`src/core/rbrm_regs.svh`:
```
`ifndef RBRM_REGS_SVH
`define RBRM_REGS_SVH

// Register offsets
`define RBRM_A_CMD 4'h0
`define RBRM_A_FIRST 4'h1
`define RBRM_A_END 4'h2
`define RBRM_A_BND 4'h3
`define RBRM_A_ISR 4'h4
`define RBRM_A_WPP 4'h5
`define RBRM_A_RCL 4'h6
`define RBRM_A_RCH 4'h7
`define RBRM_A_TCR 4'h8
`define RBRM_A_RCR 4'h9
`define RBRM_A_DMA 4'ha

// Command bits
`define RBRM_CMD_HALT 0
`define RBRM_CMD_START 1
`define RBRM_CMD_RST 8'h21

// Interrupt status bits
`define RBRM_ISR_PRX 0
`define RBRM_ISR_RXE 2
`define RBRM_ISR_OVW 4
`define RBRM_ISR_RST 7
`define RBRM_ISR_RSTV 8'h80

// Transmit configuration loopback field
`define RBRM_TCR_LB_HI 2
`define RBRM_TCR_LB_LO 1
`define RBRM_LB_OFF 2'h0
`define RBRM_LB_MODE1 2'h1

// Receive configuration accept bits
`define RBRM_RCR_ERR 0
`define RBRM_RCR_RUNT 1

// Receive status byte bits
`define RBRM_STAT_OK 0
`define RBRM_STAT_CRC 1
`define RBRM_STAT_FAE 2

// Header room at packet start, last byte of a page
`define RBRM_HDR_OFF 8'h04
`define RBRM_PAGE_LAST 8'hff

// Timing
`define RBRM_CLK_NS 8
`define RBRM_LONG_PKT_MS 1.2
`define RBRM_LB1_STOP_US 2
`define RBRM_LONG_PKT_CYC ($rtoi(`RBRM_LONG_PKT_MS * 1.0e6 / `RBRM_CLK_NS))
`define RBRM_LB1_STOP_CYC (`RBRM_LB1_STOP_US * 1000 / `RBRM_CLK_NS)

`endif

```
`src/core/rbrm_pkg.sv`:
```
package rbrm_pkg;

	// Receive controller states
	typedef enum logic [1:0] {ST_IDLE, ST_STORE, ST_SKIP, ST_HEADER} rbrm_state_t;

	// End-of-frame verdict from the receiver
	typedef struct packed {
		logic runt;
		logic crc_err;
		logic align_err;
	} rbrm_rxend_t;

	// One write to local buffer memory
	typedef struct packed {
		logic we;
		logic [15:0] addr;
		logic [7:0] data;
	} rbrm_mem_wr_t;

endpackage

```
`src/core/rbrm_page_step.sv`:
```
// Next ring page after a given page, with wrap and boundary test
module rbrm_page_step
	import rbrm_pkg::*;
(
	input wire logic [7:0] CUR_PAGE,
	input wire logic [7:0] FIRST_PAGE,
	input wire logic [7:0] END_PAGE,
	input wire logic [7:0] BND_PAGE,
	output logic [7:0] NEXT_PAGE,
	output logic NEXT_IS_BND
);

	// Plain successor page
	wire [7:0] plus_one = CUR_PAGE + 8'h01;

	// Successor equal to end page becomes the first page
	assign NEXT_PAGE = (plus_one == END_PAGE) ? FIRST_PAGE : plus_one;

	// Successor after wrap lands on unread data
	assign NEXT_IS_BND = (NEXT_PAGE == BND_PAGE);

endmodule // rbrm_page_step

```
`src/core/rbrm_top.sv`:
```
// The placing of the registers and the address-and-strobe port were decided locally.
`include "rbrm_regs.svh"

module rbrm_top
	import rbrm_pkg::*;
#(
	parameter int unsigned STOP_LONG_CYC = `RBRM_LONG_PKT_CYC
)
(
	input wire logic CLK,
	input wire logic RST_B,
	input wire logic [3:0] ADDR,
	input wire logic [7:0] WDATA,
	input wire logic WR,
	input wire logic RD,
	output logic [7:0] RDATA,
	input wire logic RX_START,
	input wire logic RX_VALID,
	input wire logic [7:0] RX_DATA,
	output logic RX_READY,
	input wire logic RX_END,
	input wire rbrm_rxend_t RX_STAT,
	input wire logic TX_BUSY,
	output rbrm_mem_wr_t MEM_WR,
	input wire logic REMOTE_DONE,
	input wire logic [7:0] REMOTE_NEXT_PAGE,
	output logic [7:0] REMOTE_START_PAGE,
	output logic STOPPED
);

	// Address match for one register
	function automatic logic hit(input logic [3:0] a, input logic [3:0] off);
		hit = (a == off);
	endfunction

	// Software registers
	logic [7:0] cmd_r; // Last command written
	logic [7:0] first_r; // Ring first page
	logic [7:0] end_r; // Ring end page
	logic [7:0] bnd_r; // Boundary (read) page
	logic [7:0] isr_r; // Sticky status
	logic [7:0] wpp_r; // Write page pointer
	logic [7:0] rcl_r; // Remote count low
	logic [7:0] rch_r; // Remote count high
	logic [7:0] tcr_r; // Transmit configuration
	logic [7:0] rcr_r; // Receive configuration
	logic [7:0] rdata_r; // Read data stage

	// Receive machine
	rbrm_state_t state_r;
	rbrm_state_t state_nxt;
	logic [7:0] dma_page_r; // Page being filled
	logic [7:0] dma_off_r; // Byte offset in page
	logic abort_r; // Packet hit the boundary
	logic [15:0] cnt_r; // Received byte count
	logic [7:0] next_pkt_r; // Scratchpad next packet page
	logic [7:0] stat_r; // Status byte for header
	logic [1:0] hdr_idx_r; // Header byte index
	rbrm_mem_wr_t mem_r; // Memory write stage

	// Halt control
	logic halt_req_r; // Halt requested since the last start, stays set once stopped
	logic stopped_r; // Receive side stopped
	logic rst_done_r; // Reset flag already raised for this halt
	logic [17:0] stop_cnt_r; // Cycles since halt request

	// Register writes
	wire wr_cmd = WR && hit(ADDR, `RBRM_A_CMD);
	wire wr_isr = WR && hit(ADDR, `RBRM_A_ISR);
	wire halt_wr = wr_cmd && WDATA[`RBRM_CMD_HALT];
	wire start_wr = wr_cmd && WDATA[`RBRM_CMD_START] && !WDATA[`RBRM_CMD_HALT];

	// Mode decode
	wire [1:0] lb_mode = tcr_r[`RBRM_TCR_LB_HI:`RBRM_TCR_LB_LO];
	wire loopback = (lb_mode != `RBRM_LB_OFF);
	wire counts_zero = (rcl_r == 8'h00) && (rch_r == 8'h00);
	wire rx_on = cmd_r[`RBRM_CMD_START] && !halt_req_r && !stopped_r && !loopback;

	// Stream handshake and events
	assign RX_READY = ((state_r == ST_STORE) || (state_r == ST_SKIP)) && !RX_END;
	wire byte_take = RX_VALID && RX_READY;
	wire start_take = (state_r == ST_IDLE) && RX_START && rx_on;
	wire skip_take = (state_r == ST_IDLE) && RX_START && !rx_on;
	wire store_byte = (state_r == ST_STORE) && byte_take && !abort_r;
	wire link_now = store_byte && (dma_off_r == `RBRM_PAGE_LAST);
	wire end_seen = (state_r == ST_STORE) && RX_END;
	wire hdr_last = (state_r == ST_HEADER) && (hdr_idx_r == 2'h3);

	// Page successor for linking
	logic [7:0] next_page;
	logic next_is_bnd;
	rbrm_page_step u_step (
		.CUR_PAGE(dma_page_r),
		.FIRST_PAGE(first_r),
		.END_PAGE(end_r),
		.BND_PAGE(bnd_r),
		.NEXT_PAGE(next_page),
		.NEXT_IS_BND(next_is_bnd)
	);
	wire link_block = link_now && next_is_bnd;

	// Rejection unless the matching accept bit is set
	wire bad_runt = RX_STAT.runt && !rcr_r[`RBRM_RCR_RUNT];
	wire bad_err = (RX_STAT.crc_err || RX_STAT.align_err) && !rcr_r[`RBRM_RCR_ERR];
	wire reject = end_seen && !abort_r && (bad_runt || bad_err);
	wire accept = end_seen && !abort_r && !bad_runt && !bad_err;
	// Unused tail of last page is dropped; an untouched page is reused
	wire [7:0] pkt_next = (dma_off_r == 8'h00) ? dma_page_r : next_page;

	// Halt timing: short in loopback mode 1, else one longest packet
	wire [17:0] stop_lim = (lb_mode == `RBRM_LB_MODE1) ?
		18'(`RBRM_LB1_STOP_CYC) : 18'(STOP_LONG_CYC);
	wire stop_due = halt_req_r && (stop_cnt_r >= stop_lim);
	wire stop_ok = halt_req_r && (state_r == ST_IDLE) && !TX_BUSY;
	wire rst_set = stop_ok && counts_zero && !rst_done_r;

	// Status byte for an accepted packet: intact only without check or framing error
	wire rx_clean = !RX_STAT.crc_err && !RX_STAT.align_err;
	wire [7:0] stat_byte = ({7'h00, rx_clean} << `RBRM_STAT_OK)
		| {7'h00, RX_STAT.crc_err} << `RBRM_STAT_CRC
		| {7'h00, RX_STAT.align_err} << `RBRM_STAT_FAE;

	// Header byte order
	wire [7:0] hdr_byte = (hdr_idx_r == 2'h0) ? stat_r :
		(hdr_idx_r == 2'h1) ? next_pkt_r :
		(hdr_idx_r == 2'h2) ? cnt_r[7:0] : cnt_r[15:8];

	// Sticky status: hardware set wins over software clear
	wire [7:0] isr_set = ({7'h00, hdr_last} << `RBRM_ISR_PRX)
		| ({7'h00, reject} << `RBRM_ISR_RXE)
		| ({7'h00, link_block} << `RBRM_ISR_OVW)
		| ({7'h00, rst_set} << `RBRM_ISR_RST);
	wire [7:0] isr_clr = wr_isr ? WDATA : 8'h00;
	wire [7:0] isr_nxt = (isr_r & ~isr_clr) | isr_set;

	// Read selection
	wire [7:0] rd_mux = hit(ADDR, `RBRM_A_CMD) ? cmd_r :
		hit(ADDR, `RBRM_A_FIRST) ? first_r :
		hit(ADDR, `RBRM_A_END) ? end_r :
		hit(ADDR, `RBRM_A_BND) ? bnd_r :
		hit(ADDR, `RBRM_A_ISR) ? isr_r :
		hit(ADDR, `RBRM_A_WPP) ? wpp_r :
		hit(ADDR, `RBRM_A_RCL) ? rcl_r :
		hit(ADDR, `RBRM_A_RCH) ? rch_r :
		hit(ADDR, `RBRM_A_TCR) ? tcr_r :
		hit(ADDR, `RBRM_A_RCR) ? rcr_r :
		hit(ADDR, `RBRM_A_DMA) ? dma_page_r : 8'h00;

	// Next state of the receive machine
	always_comb
	begin
		state_nxt = state_r;
		unique case (state_r)
			ST_IDLE:
			begin
				// Enabled packets are stored, others are drained
				if (start_take)
					state_nxt = ST_STORE;
				else if (skip_take)
					state_nxt = ST_SKIP;
			end
			ST_STORE:
			begin
				// A halt that times out cuts the packet short
				if (stop_due)
					state_nxt = ST_IDLE;
				else if (accept)
					state_nxt = ST_HEADER;
				else if (RX_END)
					state_nxt = ST_IDLE;
			end
			ST_SKIP:
			begin
				// Drop bytes until frame end
				if (RX_END)
					state_nxt = ST_IDLE;
			end
			ST_HEADER:
			begin
				// Four header bytes, then done
				if (hdr_idx_r == 2'h3)
					state_nxt = ST_IDLE;
			end
		endcase
	end

	// State register
	always_ff @(posedge CLK or negedge RST_B)
	begin
		if (!RST_B)
			state_r <= ST_IDLE;
		else
			state_r <= state_nxt;
	end

	// DMA page: start, link, rewind on reject
	always_ff @(posedge CLK or negedge RST_B)
	begin
		if (!RST_B)
			dma_page_r <= 8'h00;
		else if (start_take)
			dma_page_r <= wpp_r;
		else if (link_now && !next_is_bnd)
			dma_page_r <= next_page;
		else if (reject)
			dma_page_r <= wpp_r;
	end

	// Offset in page, header room first
	always_ff @(posedge CLK or negedge RST_B)
	begin
		if (!RST_B)
			dma_off_r <= 8'h00;
		else if (start_take)
			dma_off_r <= `RBRM_HDR_OFF;
		else if (store_byte)
			dma_off_r <= dma_off_r + 8'h01;
	end

	// Overflow abort and byte count
	always_ff @(posedge CLK or negedge RST_B)
	begin
		if (!RST_B)
		begin
			abort_r <= 1'b0;
			cnt_r <= 16'h0000;
		end
		else if (start_take)
		begin
			abort_r <= 1'b0;
			cnt_r <= 16'h0000;
		end
		else
		begin
			abort_r <= abort_r | link_block;
			cnt_r <= cnt_r + {15'h0000, store_byte};
		end
	end

	// Scratchpad for header and next write page
	always_ff @(posedge CLK or negedge RST_B)
	begin
		if (!RST_B)
		begin
			next_pkt_r <= 8'h00;
			stat_r <= 8'h00;
		end
		else if (accept)
		begin
			next_pkt_r <= pkt_next;
			stat_r <= stat_byte;
		end
	end

	// Header byte index
	always_ff @(posedge CLK or negedge RST_B)
	begin
		if (!RST_B)
			hdr_idx_r <= 2'h0;
		else if (state_r == ST_HEADER)
			hdr_idx_r <= hdr_idx_r + 2'h1;
		else
			hdr_idx_r <= 2'h0;
	end

	// Memory writes: each data byte up to a boundary abort, including check sequence, then header after an accepted packet
	always_ff @(posedge CLK or negedge RST_B)
	begin
		if (!RST_B)
			mem_r <= '0;
		else if (store_byte)
			mem_r <= '{we: 1'b1, addr: {dma_page_r, dma_off_r}, data: RX_DATA};
		else if (state_r == ST_HEADER)
			mem_r <= '{we: 1'b1, addr: {wpp_r, 6'h00, hdr_idx_r}, data: hdr_byte};
		else
			mem_r <= '0;
	end

	// Halt request, stopped state and its flag guard
	always_ff @(posedge CLK or negedge RST_B)
	begin
		if (!RST_B)
		begin
			halt_req_r <= 1'b0;
			stopped_r <= 1'b1;
			rst_done_r <= 1'b1;
		end
		else if (start_wr)
		begin
			halt_req_r <= 1'b0;
			stopped_r <= 1'b0;
			rst_done_r <= 1'b0;
		end
		else
		begin
			halt_req_r <= halt_req_r | halt_wr;
			stopped_r <= stopped_r | stop_ok | stop_due;
			rst_done_r <= rst_done_r | rst_set;
		end
	end

	// Halt timer
	always_ff @(posedge CLK or negedge RST_B)
	begin
		if (!RST_B)
			stop_cnt_r <= 18'h00000;
		else if (!halt_req_r || stopped_r)
			stop_cnt_r <= 18'h00000;
		else if (!stop_due)
			stop_cnt_r <= stop_cnt_r + 18'h00001;
	end

	// Write page: hardware update wins over software
	always_ff @(posedge CLK or negedge RST_B)
	begin
		if (!RST_B)
			wpp_r <= 8'h00;
		else if (hdr_last)
			wpp_r <= next_pkt_r;
		else if (WR && hit(ADDR, `RBRM_A_WPP))
			wpp_r <= WDATA;
	end

	// Boundary: remote removal advances it
	always_ff @(posedge CLK or negedge RST_B)
	begin
		if (!RST_B)
			bnd_r <= 8'h00;
		else if (REMOTE_DONE)
			bnd_r <= REMOTE_NEXT_PAGE;
		else if (WR && hit(ADDR, `RBRM_A_BND))
			bnd_r <= WDATA;
	end

	// Plain software registers and status
	always_ff @(posedge CLK or negedge RST_B)
	begin
		if (!RST_B)
		begin
			cmd_r <= `RBRM_CMD_RST;
			first_r <= 8'h00;
			end_r <= 8'h00;
			rcl_r <= 8'h00;
			rch_r <= 8'h00;
			tcr_r <= 8'h00;
			rcr_r <= 8'h00;
			isr_r <= `RBRM_ISR_RSTV;
		end
		else
		begin
			cmd_r <= wr_cmd ? WDATA : cmd_r;
			first_r <= (WR && hit(ADDR, `RBRM_A_FIRST)) ? WDATA : first_r;
			end_r <= (WR && hit(ADDR, `RBRM_A_END)) ? WDATA : end_r;
			rcl_r <= (WR && hit(ADDR, `RBRM_A_RCL)) ? WDATA : rcl_r;
			rch_r <= (WR && hit(ADDR, `RBRM_A_RCH)) ? WDATA : rch_r;
			tcr_r <= (WR && hit(ADDR, `RBRM_A_TCR)) ? WDATA : tcr_r;
			rcr_r <= (WR && hit(ADDR, `RBRM_A_RCR)) ? WDATA : rcr_r;
			isr_r <= isr_nxt;
		end
	end

	// Read data, one cycle after the strobe
	always_ff @(posedge CLK or negedge RST_B)
	begin
		if (!RST_B)
			rdata_r <= 8'h00;
		else
			rdata_r <= RD ? rd_mux : 8'h00;
	end

	assign RDATA = rdata_r;
	assign MEM_WR = mem_r;
	assign REMOTE_START_PAGE = bnd_r;
	assign STOPPED = stopped_r;
endmodule // rbrm_top

```
`config.mk`:
```
export PLATFORM = sky130hd
export DESIGN_NAME = rbrm_top
export DESIGN_NICKNAME = d
export VERILOG_FILES = /design/src/core/rbrm_pkg.sv /design/src/core/rbrm_page_step.sv /design/src/core/rbrm_top.sv
export VERILOG_INCLUDE_DIRS = /design/src /design/src/core
export SDC_FILE = /design/constraint.sdc
export NUM_CORES = 1
export LEC_CHECK = 0
export ABC_AREA = 1
export ABC_CLOCK_PERIOD_IN_PS = 8300
export BUFFER_PORTS_ARGS = -buffer_cell sky130_fd_sc_hd__buf_2
export CAP_MARGIN = 15
export CELL_PAD_IN_SITES_DETAIL_PLACEMENT = 0
export CELL_PAD_IN_SITES_GLOBAL_PLACEMENT = 1
export CORE_MARGIN = 2
export CORE_UTILIZATION = 45
export DETAILED_ROUTE_END_ITERATION = 10
export HOLD_SLACK_MARGIN = 0.02
export PLACE_DENSITY = 0.77
export REMOVE_ABC_BUFFERS = 1
export SYNTH_ARGS = -nofsm -noshare
export SYNTH_HDL_FRONTEND = slang
export SYNTH_SLANG_ARGS = --single-unit
```
`constraint.sdc`:
```
create_clock -name CLK -period 8.3 [get_ports CLK]
set_clock_uncertainty 0.2 [all_clocks]
set_input_delay 1.66 -clock CLK [delete_from_list [all_inputs] [get_ports CLK]]
set_output_delay 1.66 -clock CLK [all_outputs]
set_load 0.02 [all_outputs]
```
==> results of run 1 <==
## power by group through the flow
stage / registers, W / logic (W) / clock network, W
5_1_grt: 0.00110 / 0.000523 / 0.000927
2_1_floorplan: 0.00109 / 0.000282 / 0
3_5_place_dp: 0.00110 / 0.000460 / 0
6_report: 0.00109 / 0.000463 / 0.000879
3_3_place_gp: 0.00110 / 0.000454 / 0
4_1_cts: 0.00108 / 0.000463 / 0.000892
## kinds of logic (layout without fill, tap and decap cells)
family / Yosys count / count (layout) / share of synthesized area
xor+xnor: 10 / 10 / 0.00917
simple gates: 505 / 505 / 0.244
buf+inv: 185 / 279 / 0.0749
compound gates: 296 / 296 / 0.172
fa+ha+maj: 17 / 17 / 0.0223
flops: 182 / 182 / 0.478
## cell type report
class / instances / area, µm² / share of cell area
flip-flops and latches: 182 / 4560 / 0.419
multi-input cells: 828 / 4280 / 0.394
inverters: 159 / 597 / 0.0549
repair buffers: 88 / 464 / 0.0427
clock buffers: 18 / 439 / 0.0404
well taps: 275 / 344 / 0.0316
clock inverters: 14 / 188 / 0.0173
## worst reg2reg max path, stage by stage (launching register included)
cell and delay, ns:
dfrtp_1 0.42, inv_1 0.12, ha_1 0.28, inv_1 0.04
nor2_1 0.11, nand4_1 0.09, buf_4 0.23, inv_1 0.30
ha_1 0.24, ha_1 0.17, nand2_1 0.07, nor2_1 0.09
inv_1 0.06, nor2_1 0.12, nand2_1 0.07, nor2_1 0.15
nand2_1 0.07, nor2_1 0.13, nand2_1 0.09, nor2_1 0.13
inv_1 0.10, o221a_2 0.29
## path summary, 6_finish.rpt
path	cells after the start	slack, ns	end
max in group asynchronous	2	5.35	dma_page_r[5]
setup / recovery	19	4.14	cnt_r[12]
min in group asynchronous	1	1.08	REMOTE_START_PAGE[6]
hold / removal	2	0.27	rst_done_r
hold reg to reg	2	0.27	rst_done_r
setup reg to reg	21	4.66	cnt_r[12]
## sequential cells by signal, summed over array words and instances, names as in the netlist, 2 cells and up
signal and count:
rcr_r 8, dma_off_r 8, dma_page_r 8, cnt_r 16
RDATA 8, cmd_r 8, rcl_r 8, first_r 8
rch_r 8, stat_r 3, end_r 8, MEM_WR 25
stop_cnt_r 18, REMOTE_START_PAGE 8, state_r 2, isr_r 8
wpp_r 8, hdr_idx_r 2, tcr_r 8, next_pkt_r 8
## cells in the final DEF, fill, tap and decap left out, types with 6 or more instances in the layout
master	count
nand3b_1	6
dfrtp_1	177
o2111ai_1	10
nand3_2	11
nand2_2	6
buf_2	81
nand2_1	273
xor2_1	9
o211ai_1	19
a21oi_1	70
nor2_1	71
buf_4	6
nor4_1	8
inv_1	150
nand4_1	21
nor3_1	25
ha_1	17
nand3_1	67
o21ai_0	156
inv_6	6
clkbuf_16	17
o22ai_1	26
## layer usage
metal,up-vias,share of wire,track usage,wire (µm)
met3,32,0.040,0.0335,1160
met2,191,0.47,0.428,13800
met4,0,0.017,0.0660,481
li1,4184,-,-,-
met5,-,0,0,0
met1,4141,0.47,0.389,13700
## through the flow
stage	worst slack [ns]	instance area [µm²]	total power [W]	hold slack, ns
after floorplan	3.44	9430	0.00137	0.244
after global placement	3.77	10200	0.00155	0.255
after detailed placement	3.71	10200	0.00156	0.260
after CTS	4.15	10900	0.00244	0.271
after global routing	3.86	10900	0.00255	0.297
final	4.14	10900	0.00243	0.271
==> results.md, run 1 <==
- WP data required: 8.43 ns
- Nets: 1333
- Initial antenna violation count: 0
- Hold Crit Class: register to register
- Fmax: 0.241 GHz
- Kind of critical path: input pin to register
- CP max-delay cell: inv_1
- Tmin final: 4.16 ns
- Synth unique cells: 43
- Comb power frac: 0.190
- Final ANT Viol Nets: 0
- Final design utilization: 0.519
- Synthesis-to-finish area growth: 13.8%
- Int Power: 0.00163 W
- Tot GR Track Use: 0.268
- Syn_area_per_cell: 7.99 µm²
- First-pass GRT wire length: 45900 µm
- Residual DRC: 0
- Total negative slack: 0 ns
- CORE AREA: 21000 µm²
- Sequential element share of the synthesized area: 0.478
- CP Launch Type: input pin
- IO buf count: 82
- Hold_sp: rst_done_r
- CTS tree: done
- Slew HR: 0.330
- Ant diodes: 0
- # hold bufs at CTS: 0
- Worst setup EP type: register
- Grt ovf: 0
- Most common cell on crit path: nor2_1
- Vias in the first global route: 8103
- Largest net degree at the start of global routing: 109
- H-Tree Depth: 4
- Share of layout cells above drive strength 1: 0.126
- Number of setup buffers added after CTS: 0
- Critical path's top delay family: simple AND/OR/NAND/NOR gates
- Sw frac: 0.328
- Maximum clock path buffer count: 2
- Worst ir drop on vdd: 0.113 mV
- Post-Synthesis Cells: 1195
- CP arrival: 4.28 ns
- Synth area leaders: dfrtp_1 (46%), nand2_1 (11%), o21ai_0 (8.2%)
- RePlAce Congestion: 0.870
- Via density: 5.47
- Worst Tran Pin Value: 0.999 ns
- FP Rows: 53
- Clock latency on the worst-skew pair: 0.43 ns
- Fill count: 2103
- Post-CTS Resized: 0
- Fin crit share: 0.501
- DRT Pass-1 Iters: 5
- CTS sink cnt: 182
- Die ar.: 22400 µm²
- Clk slew on worst S/H paths: 0.08 ns
- Crit path from: RX_END
- Psw: 0.000796 W
- Ys async rst share: 1.00
- Most frequent cell after synthesis: nand2_1
- Register share of total power: 0.447
- Mapped cell area: 9550 µm²
- Status: complete, no violations
- WL/cell: 18.6 µm
- TritonCTS Buffers: 17
- Root Driver: clkbuf_16
- IO Count: 83
- Crit-path max FO: 22
- Synth Warn #: 0
- Via count: 8548
- Final hold violations: 0
- Number of flops mapped to enable cells by yosys: 0
- Crit-path max cell delay: 0.29 ns
- Max-slew violation count: 0
- Post-synthesis register bit count: 182
- Leakage Power: 5.32 nW
- Post-DP HPWL: 21600 µm
- DR iter-0 viols: 655
- Primary flip-flop cell chosen by synthesis mapping: dfrtp_1
- Clock power frac: 0.362
- Area leader, netlist: dfrtp_1
- Post-Layout Cell Count: 1564
- Initial Utilization: 0.456
- Top cell type's share of synthesized area: 0.464
- Pwr/cell area: 223 nW/µm²
- Reg2reg start: state_r[1]
- CP Buf/Inv Count: 5
- Unrepaired setup endpoints after global routing: no
- MaxCap Viol Count: 0
- Die Y: 150 µm
- Synth top cells by count: nand2_1 (273), dfrtp_1 (177), o21ai_0 (156)
- Setup violations, final: 0
- Cells after DPL: 1532
- Die Span X: 150 µm
- CP Cell Sequence: buf_2, nor2_1, nand4_1, buf_4, inv_1, ha_1, ha_1, nand2_1, nor2_1, inv_1, nor2_1, nand2_1, nor2_1, nand2_1, nor2_1, nand2_1, nor2_1, inv_1, o221a_2
- WL final: 29100 µm
Note: power is estimated with default switching activity, not from simulation.
==> inputs of run 2 (changes only) <==
ABC_CLOCK_PERIOD_IN_PS = 4100   (was 8300)
clock period = 4.1 ns   (was 8.3 ns; I/O delays follow)
==> run 2 against run 1 <==
  * Combinational power increased by 100%
  * Largest cell class unchanged
  * Sequential power grew 100%
  * Worst hold slack lost 0.058 ns
  * Highest routed layer unchanged
  * Via count increased by 0.37%
  * Critical endpoint is now dma_page_r[3]
  * Die area is the same
==> results.md, run 2 (synthesis results as in run 1) <==
- Routing usage on met1: 0.377 (-0.0128)
- Post-DP HPWL: 21400 µm (-1.0%)
- Maximum clock path buffer count: 2 (unchanged)
- Final ANT Viol Nets: 0 (unchanged)
- Most frequent cells in the layout: nand2_1 (273), dfrtp_1 (177), o21ai_0 (156), inv_1 (150), buf_2 (81)
- Root Driver: clkbuf_16
- CP arrival: 3.60 ns (-0.68 ns)
- Worst setup margin: 0.633 ns (-3.51 ns)
- Critical path's top delay family: simple AND/OR/NAND/NOR gates
- Pwr/cell area: 447 nW/µm² (+100%)
- Initial antenna violation count: 0 (unchanged)
- Leakage Power: 5.35 nW (+0.48%)
- CTS tree: done
- Met3 usage in global routing: 0.0488 (+0.0152)
- Setup violations, final: 0 (unchanged)
- Largest net degree at the start of global routing: 88 (-19%)
- IO Count: 83 (unchanged)
- Reg2reg path depth: 17 (-19%)
- DR iter-0 viols: 682 (+4.1%)
- WP data required: 4.23 ns (-4.20 ns)
- Nets: 1337 (+0.30%)
- Max reg flops: 25 (unchanged)
- Placed Area: 10300 µm² (+0.41%)
- Die ar.: 22400 µm² (unchanged)
- WL final: 28400 µm (-2.4%)
- Crit path from: dma_page_r[0]
- DRT Pass-1 Iters: 5 (unchanged)
- Crit path to: dma_page_r[3]
- Worst setup EP type: register
- Worst ir drop on vdd: 0.248 mV (+120%)
- Final design utilization: 0.521 (+0.00215)
- Most common cell on crit path: nand2_1
- MaxCap Viol Count: 0 (unchanged)
- Unrepaired setup endpoints after global routing: no
- Post-Layout Cell Count: 1568 (+0.26%)
- Via count: 8580 (+0.37%)
- Post-CTS Resized: 0 (unchanged)
- Status: complete, no violations
- IO buf count: 82 (unchanged)
- Commonest non-fill, non-tap cell in the layout: nand2_1
- Clock latency on the worst-skew pair: 0.44 ns (about the same)
- CP Buf/Inv Count: 0 (-5)
- FP Rows: 53 (unchanged)
- Reg2reg setup slack: 0.63 ns (-4.03 ns)
- Number of setup buffers added after CTS: 0 (unchanged)
- Initial Utilization: 0.456 (unchanged)
- Gr busiest metal: met2
- Tmin final: 3.47 ns
- Final hold violations: 0 (unchanged)
- Fmax: 0.288 GHz
- Pre-CTS setup slack: 0.778 ns (-2.93 ns)
- M2 GR Usage: 0.419 (-0.00940)
- Reg2reg start: dma_page_r[0]
- Cells after DPL: 1536 (+0.26%)
- Fill count: 2133 (+1.4%)
- RePlAce Congestion: 0.864 (-0.67%)
- # hold bufs at CTS: 0 (unchanged)
- Hold Crit Class: input pin to asynchronous set/reset pin
- CORE AREA: 21000 µm² (unchanged)
- H-Tree Depth: 4 (unchanged)
- Kind of critical path: register to register
- Levels on crit path: 17 (-2)
- Max-slew violation count: 0 (unchanged)
- Ant diodes: 0 (unchanged)
- Die Span X: 150 µm (unchanged)
- First-pass GRT wire length: 45000 µm (-1.9%)
- Crit-path max cell delay: 0.57 ns (+0.28 ns)
- Fin crit share: 0.846
- CP max-delay cell: a21oi_2
- Fin area: 10900 µm² (+0.41%)
- Die Y: 150 µm (unchanged)
- Worst Tran Pin Value: 0.819 ns (-0.180 ns)
- TritonCTS Buffers: 17 (unchanged)
- Synthesis-to-finish area growth: 14.3%
- Slew HR: 0.453 (+0.123)
- Residual DRC: 0 (unchanged)
- Critical R2R Capture: dma_page_r[3]
- CP Cell Sequence: ha_1, xnor2_1, nand2_1, nor2_1, nand2_1, a21oi_2, nand3b_1, nand2_1, nand2_1, nand2_1, nand2_1, nor2_4, nand2_8, nand3_2, nand2_1, nand3_2, nand2_1
- Grt ovf: 0 (unchanged)
- WL/cell: 18.1 µm (-2.7%)
- Total negative slack: 0 ns (unchanged)
- Crit-path max FO: 12 (-45%)
- Vias in the first global route: 8136 (+0.41%)
- Share of layout cells above drive strength 1: 0.128 (+0.00270)
- CTS sink cnt: 182 (unchanged)
- Clk slew on worst S/H paths: 0.07 ns (about the same)
- Tot GR Track Use: 0.264 (-0.00371)
- CP Launch Type: register
- Via density: 5.47 (+0.12%)
==> run 2: cell count changes in the layout (fill, tap and decap cells not counted), sizes merged <==
cell / before / now
bufinv: 3 / 2
buf: 87 / 91
inv: 161 / 162
clkinvlp: 1 / 0
clkinv: 8 / 10
clkbuf: 19 / 18
==> run 2: cell type report <==
cell class	count	area, µm²	share of cell area
Sequential cell	182	4560	0.418
Multi-Input combinational cell	828	4280	0.392
Inverter	159	597	0.0547
Timing Repair Buffer	92	507	0.0464
Clock buffer	17	425	0.0390
Tap cell	275	344	0.0315
Clock inverter	15	204	0.0187
==> run 2: worst min-delay path by stage <==
stage,startpoint,endpoint,slack [ns]
floorplan,rst_done_r,rst_done_r,0.24
global placement,rst_done_r,rst_done_r,0.25
detailed placement,rst_done_r,rst_done_r,0.26
CTS,RST_B,end_r[6],0.26
global route,RST_B,end_r[6],0.28
finish,RST_B,end_r[6],0.21
==> run 2: power by group <==
group / leakage, nW / switching (W) / internal (W)
registers: 2.30 / 0.000182 / 0.00201
clock network: 0.307 / 0.000818 / 0.000939
logic: 2.74 / 0.000627 / 0.000299
==> run 2: per-stage QoR <==
step	total power [W]	hold WS (ns)
floorplan	0.00278	0.244
global placement	0.00313	0.253
detailed placement	0.00315	0.258
CTS	0.00490	0.260
global route	0.00513	0.275
finish	0.00488	0.213
==> run 2: per-layer routing <==
layer  wire length [µm]  part of all wire  vias to the layer above
li1                   -                 -                     4200
met1              13300              0.47                     4115
met3               1480             0.052                       38
met5                  0                 0                        -
met2              13100              0.46                      227
met4                498             0.018                        0
==> inputs of run 3 (changes only) <==
ABC_CLOCK_PERIOD_IN_PS = 3440   (was 4100)
clock period = 3.44 ns   (was 4.1 ns; I/O delays follow)
==> run 3 against run 2 <==
  * Global-route usage increased by 0.31 points
  * Non-clock buffer count is 15 higher
  * First-iteration DRC count fell by 8.9%
  * Maximum frequency rose by 8.1%
  * Largest cell class unchanged
  * Highest routed layer unchanged
==> results.md, run 3 (synthesis results as in run 1) <==
- Worst ir drop on vdd: 0.317 mV (+28%)
- Psw: 0.00194 W (+19%)
- WL final: 29000 µm (+2.1%)
- Synthesis-to-finish area growth: 15.6%
- Grt ovf: 0 (unchanged)
- DR iter-0 viols: 621 (-8.9%)
- Final design utilization: 0.527 (+0.00561)
- Commonest non-fill, non-tap cell in the layout: nand2_1
- Crit-path max FO: 10 (-2)
- First-pass GRT wire length: 45600 µm (+1.2%)
- RePlAce Congestion: 0.882 (+2.1%)
- Fill count: 2096 (-1.7%)
- Hold Crit Class: input pin to asynchronous set/reset pin
- Root Driver: clkbuf_16
- Clock power frac: 0.352 (-0.008)
- Fmax: 0.312 GHz (+8.1%)
- Most frequent cells in the layout: nand2_1 (273), dfrtp_1 (177), o21ai_0 (156), inv_1 (149), buf_2 (81)
- TritonCTS Buffers: 17 (unchanged)
- Largest net degree at the start of global routing: 68 (-23%)
- Nets: 1352 (+1.1%)
- Via count: 8578 (-0.023%)
- Fin crit share: 0.932 (+0.0865)
- Initial Utilization: 0.456 (unchanged)
- Setup violations, final: 0 (unchanged)
- Final ANT Viol Nets: 0 (unchanged)
- H-Tree Depth: 4 (unchanged)
- Worst setup EP type: register
- Slew HR: 0.421 (-0.0317)
- Total negative slack: 0 ns (unchanged)
- Clock latency on the worst-skew pair: 0.44 ns (about the same)
- Register share of total power: 0.449 (about the same)
- Clk slew on worst S/H paths: 0.08 ns (about the same)
- Fin area: 11000 µm² (+1.1%)
- IO buf count: 82 (unchanged)
- Sw frac: 0.332 (-0.00174)
- Placed Area: 10300 µm² (+0.51%)
- IO Count: 83 (unchanged)
- Post-DP HPWL: 21900 µm (+2.7%)
- CTS sink cnt: 182 (unchanged)
- Initial antenna violation count: 1 (+1)
- Share of layout cells above drive strength 1: 0.144 (+0.0153)
- Maximum clock path buffer count: 2 (unchanged)
- Die Y: 150 µm (unchanged)
- Max reg flops: 25 (unchanged)
- Comb power frac: 0.199 (+0.009)
- MaxCap Viol Count: 0 (unchanged)
- Pwr/cell area: 530 nW/µm² (+19%)
- Leakage Power: 5.41 nW (+1.1%)
- CP Launch Type: register
- Max-slew violation count: 0 (unchanged)
- FP Rows: 53 (unchanged)
- Vias in the first global route: 8137 (+0.012%)
- CORE AREA: 21000 µm² (unchanged)
- Status: complete, no violations
- Die ar.: 22400 µm² (unchanged)
- Worst Tran Pin Value: 0.867 ns (+0.0475 ns)
- Die Span X: 150 µm (unchanged)
- DRT Pass-1 Iters: 5 (unchanged)
- Via density: 5.42 (-1.0%)
- Tmin final: 3.21 ns (-0.261 ns)
- Residual DRC: 0 (unchanged)
- CTS tree: done
- # hold bufs at CTS: 0 (unchanged)
- Tot GR Track Use: 0.267 (+0.00307)
- Final hold violations: 0 (unchanged)
- Int Power: 0.00391 W (+20%)
- Kind of critical path: register to register
- WL/cell: 18.3 µm (+1.1%)
- WP data required: 3.56 ns (-0.67 ns)
- CP arrival: 3.33 ns (-0.27 ns)
-- run 3: changes by cell type in the layout (fill, tap and decap cells not counted), sizes merged --
cell | before | now
clkinvlp | 0 | 2
buf | 91 | 106
inv | 162 | 160
diode | 0 | 1
-- run 3: worst paths after layout --
path	startpoint	to	slack (ns)	cells after the start
min in group CLK	cmd_r[0]	cmd_r[0]	0.27	2
hold reg to reg	cmd_r[0]	cmd_r[0]	0.27	2
max in group asynchronous	RST_B	cmd_r[0]	2.14	2
setup reg to reg	dma_page_r[0]	dma_page_r[7]	0.23	21
hold / removal	RST_B	REMOTE_START_PAGE[5]	0.04	1
setup / recovery	dma_page_r[0]	dma_page_r[7]	0.23	21
-- run 3: layer usage --
| metal | global-route usage | routed length [µm] | up-vias |
|---|---|---|---|
| met4 | 0.0788 | 650 | 0 |
| met5 | 0 | 0 | - |
| met3 | 0.0430 | 1310 | 41 |
| li1 | - | - | 4220 |
| met1 | 0.388 | 13700 | 4112 |
| met2 | 0.415 | 13300 | 205 |
-- run 3: critical path: stages (launching register included) --
cell,delay (ns)
dfrtp_1,0.52
ha_1,0.26
nand2_2,0.10
nor2_4,0.14
nand2_1,0.08
nand3_1,0.08
nand2_1,0.08
nor2_1,0.12
nand2_1,0.10
nor2_4,0.19
buf_4,0.15
nand3b_4,0.07
nand2_1,0.12
nand2_1,0.07
nand2_1,0.08
nand2_2,0.07
nor2_4,0.16
nand2_8,0.10
nand3_2,0.15
nand2_1,0.12
nand3_2,0.07
nand2_1,0.05
-- run 3: area by class of cell --
cell class              instances  area (µm²)  share of cell area
clock buffers                  17         425              0.0385
flip-flops and latches        182        4560               0.413
diodes                          1        2.50            0.000227
repair buffers                107         619              0.0561
clock inverters                15         189              0.0171
multi-input cells             828        4300               0.389
inverters                     159         597              0.0541
well taps                     275         344              0.0312
-- run 3: what timing repair did --
| item | 4_1_cts | 5_1_grt |
|---|---|---|
| setup buffers | 0 | 8 |
| gates resized for setup | 0 | 7 |
| endpoints found under the setup margin | 0 | 12 |
-- run 3: stage by stage --
stage                     cells  worst slack [ns]  power [W]  hold slack [ns]
after global placement     1543             0.272    0.00375            0.252
final                      1584             0.234    0.00585           0.0408
after CTS                  1575             0.201    0.00583           0.0702
after global routing       1584          -0.00244    0.00614           0.0873
after detailed placement   1543             0.222    0.00377            0.254
after floorplan            1169            -0.513    0.00331            0.192
-- run 3: power by group through the flow --
stage	clock network (W)	registers [W]	logic [W]
6_report	0.00206	0.00262	0.00117
3_3_place_gp	0	0.00266	0.00109
5_1_grt	0.00218	0.00265	0.00131
2_1_floorplan	0	0.00263	0.000679
3_5_place_dp	0	0.00266	0.00111
4_1_cts	0.00210	0.00262	0.00111
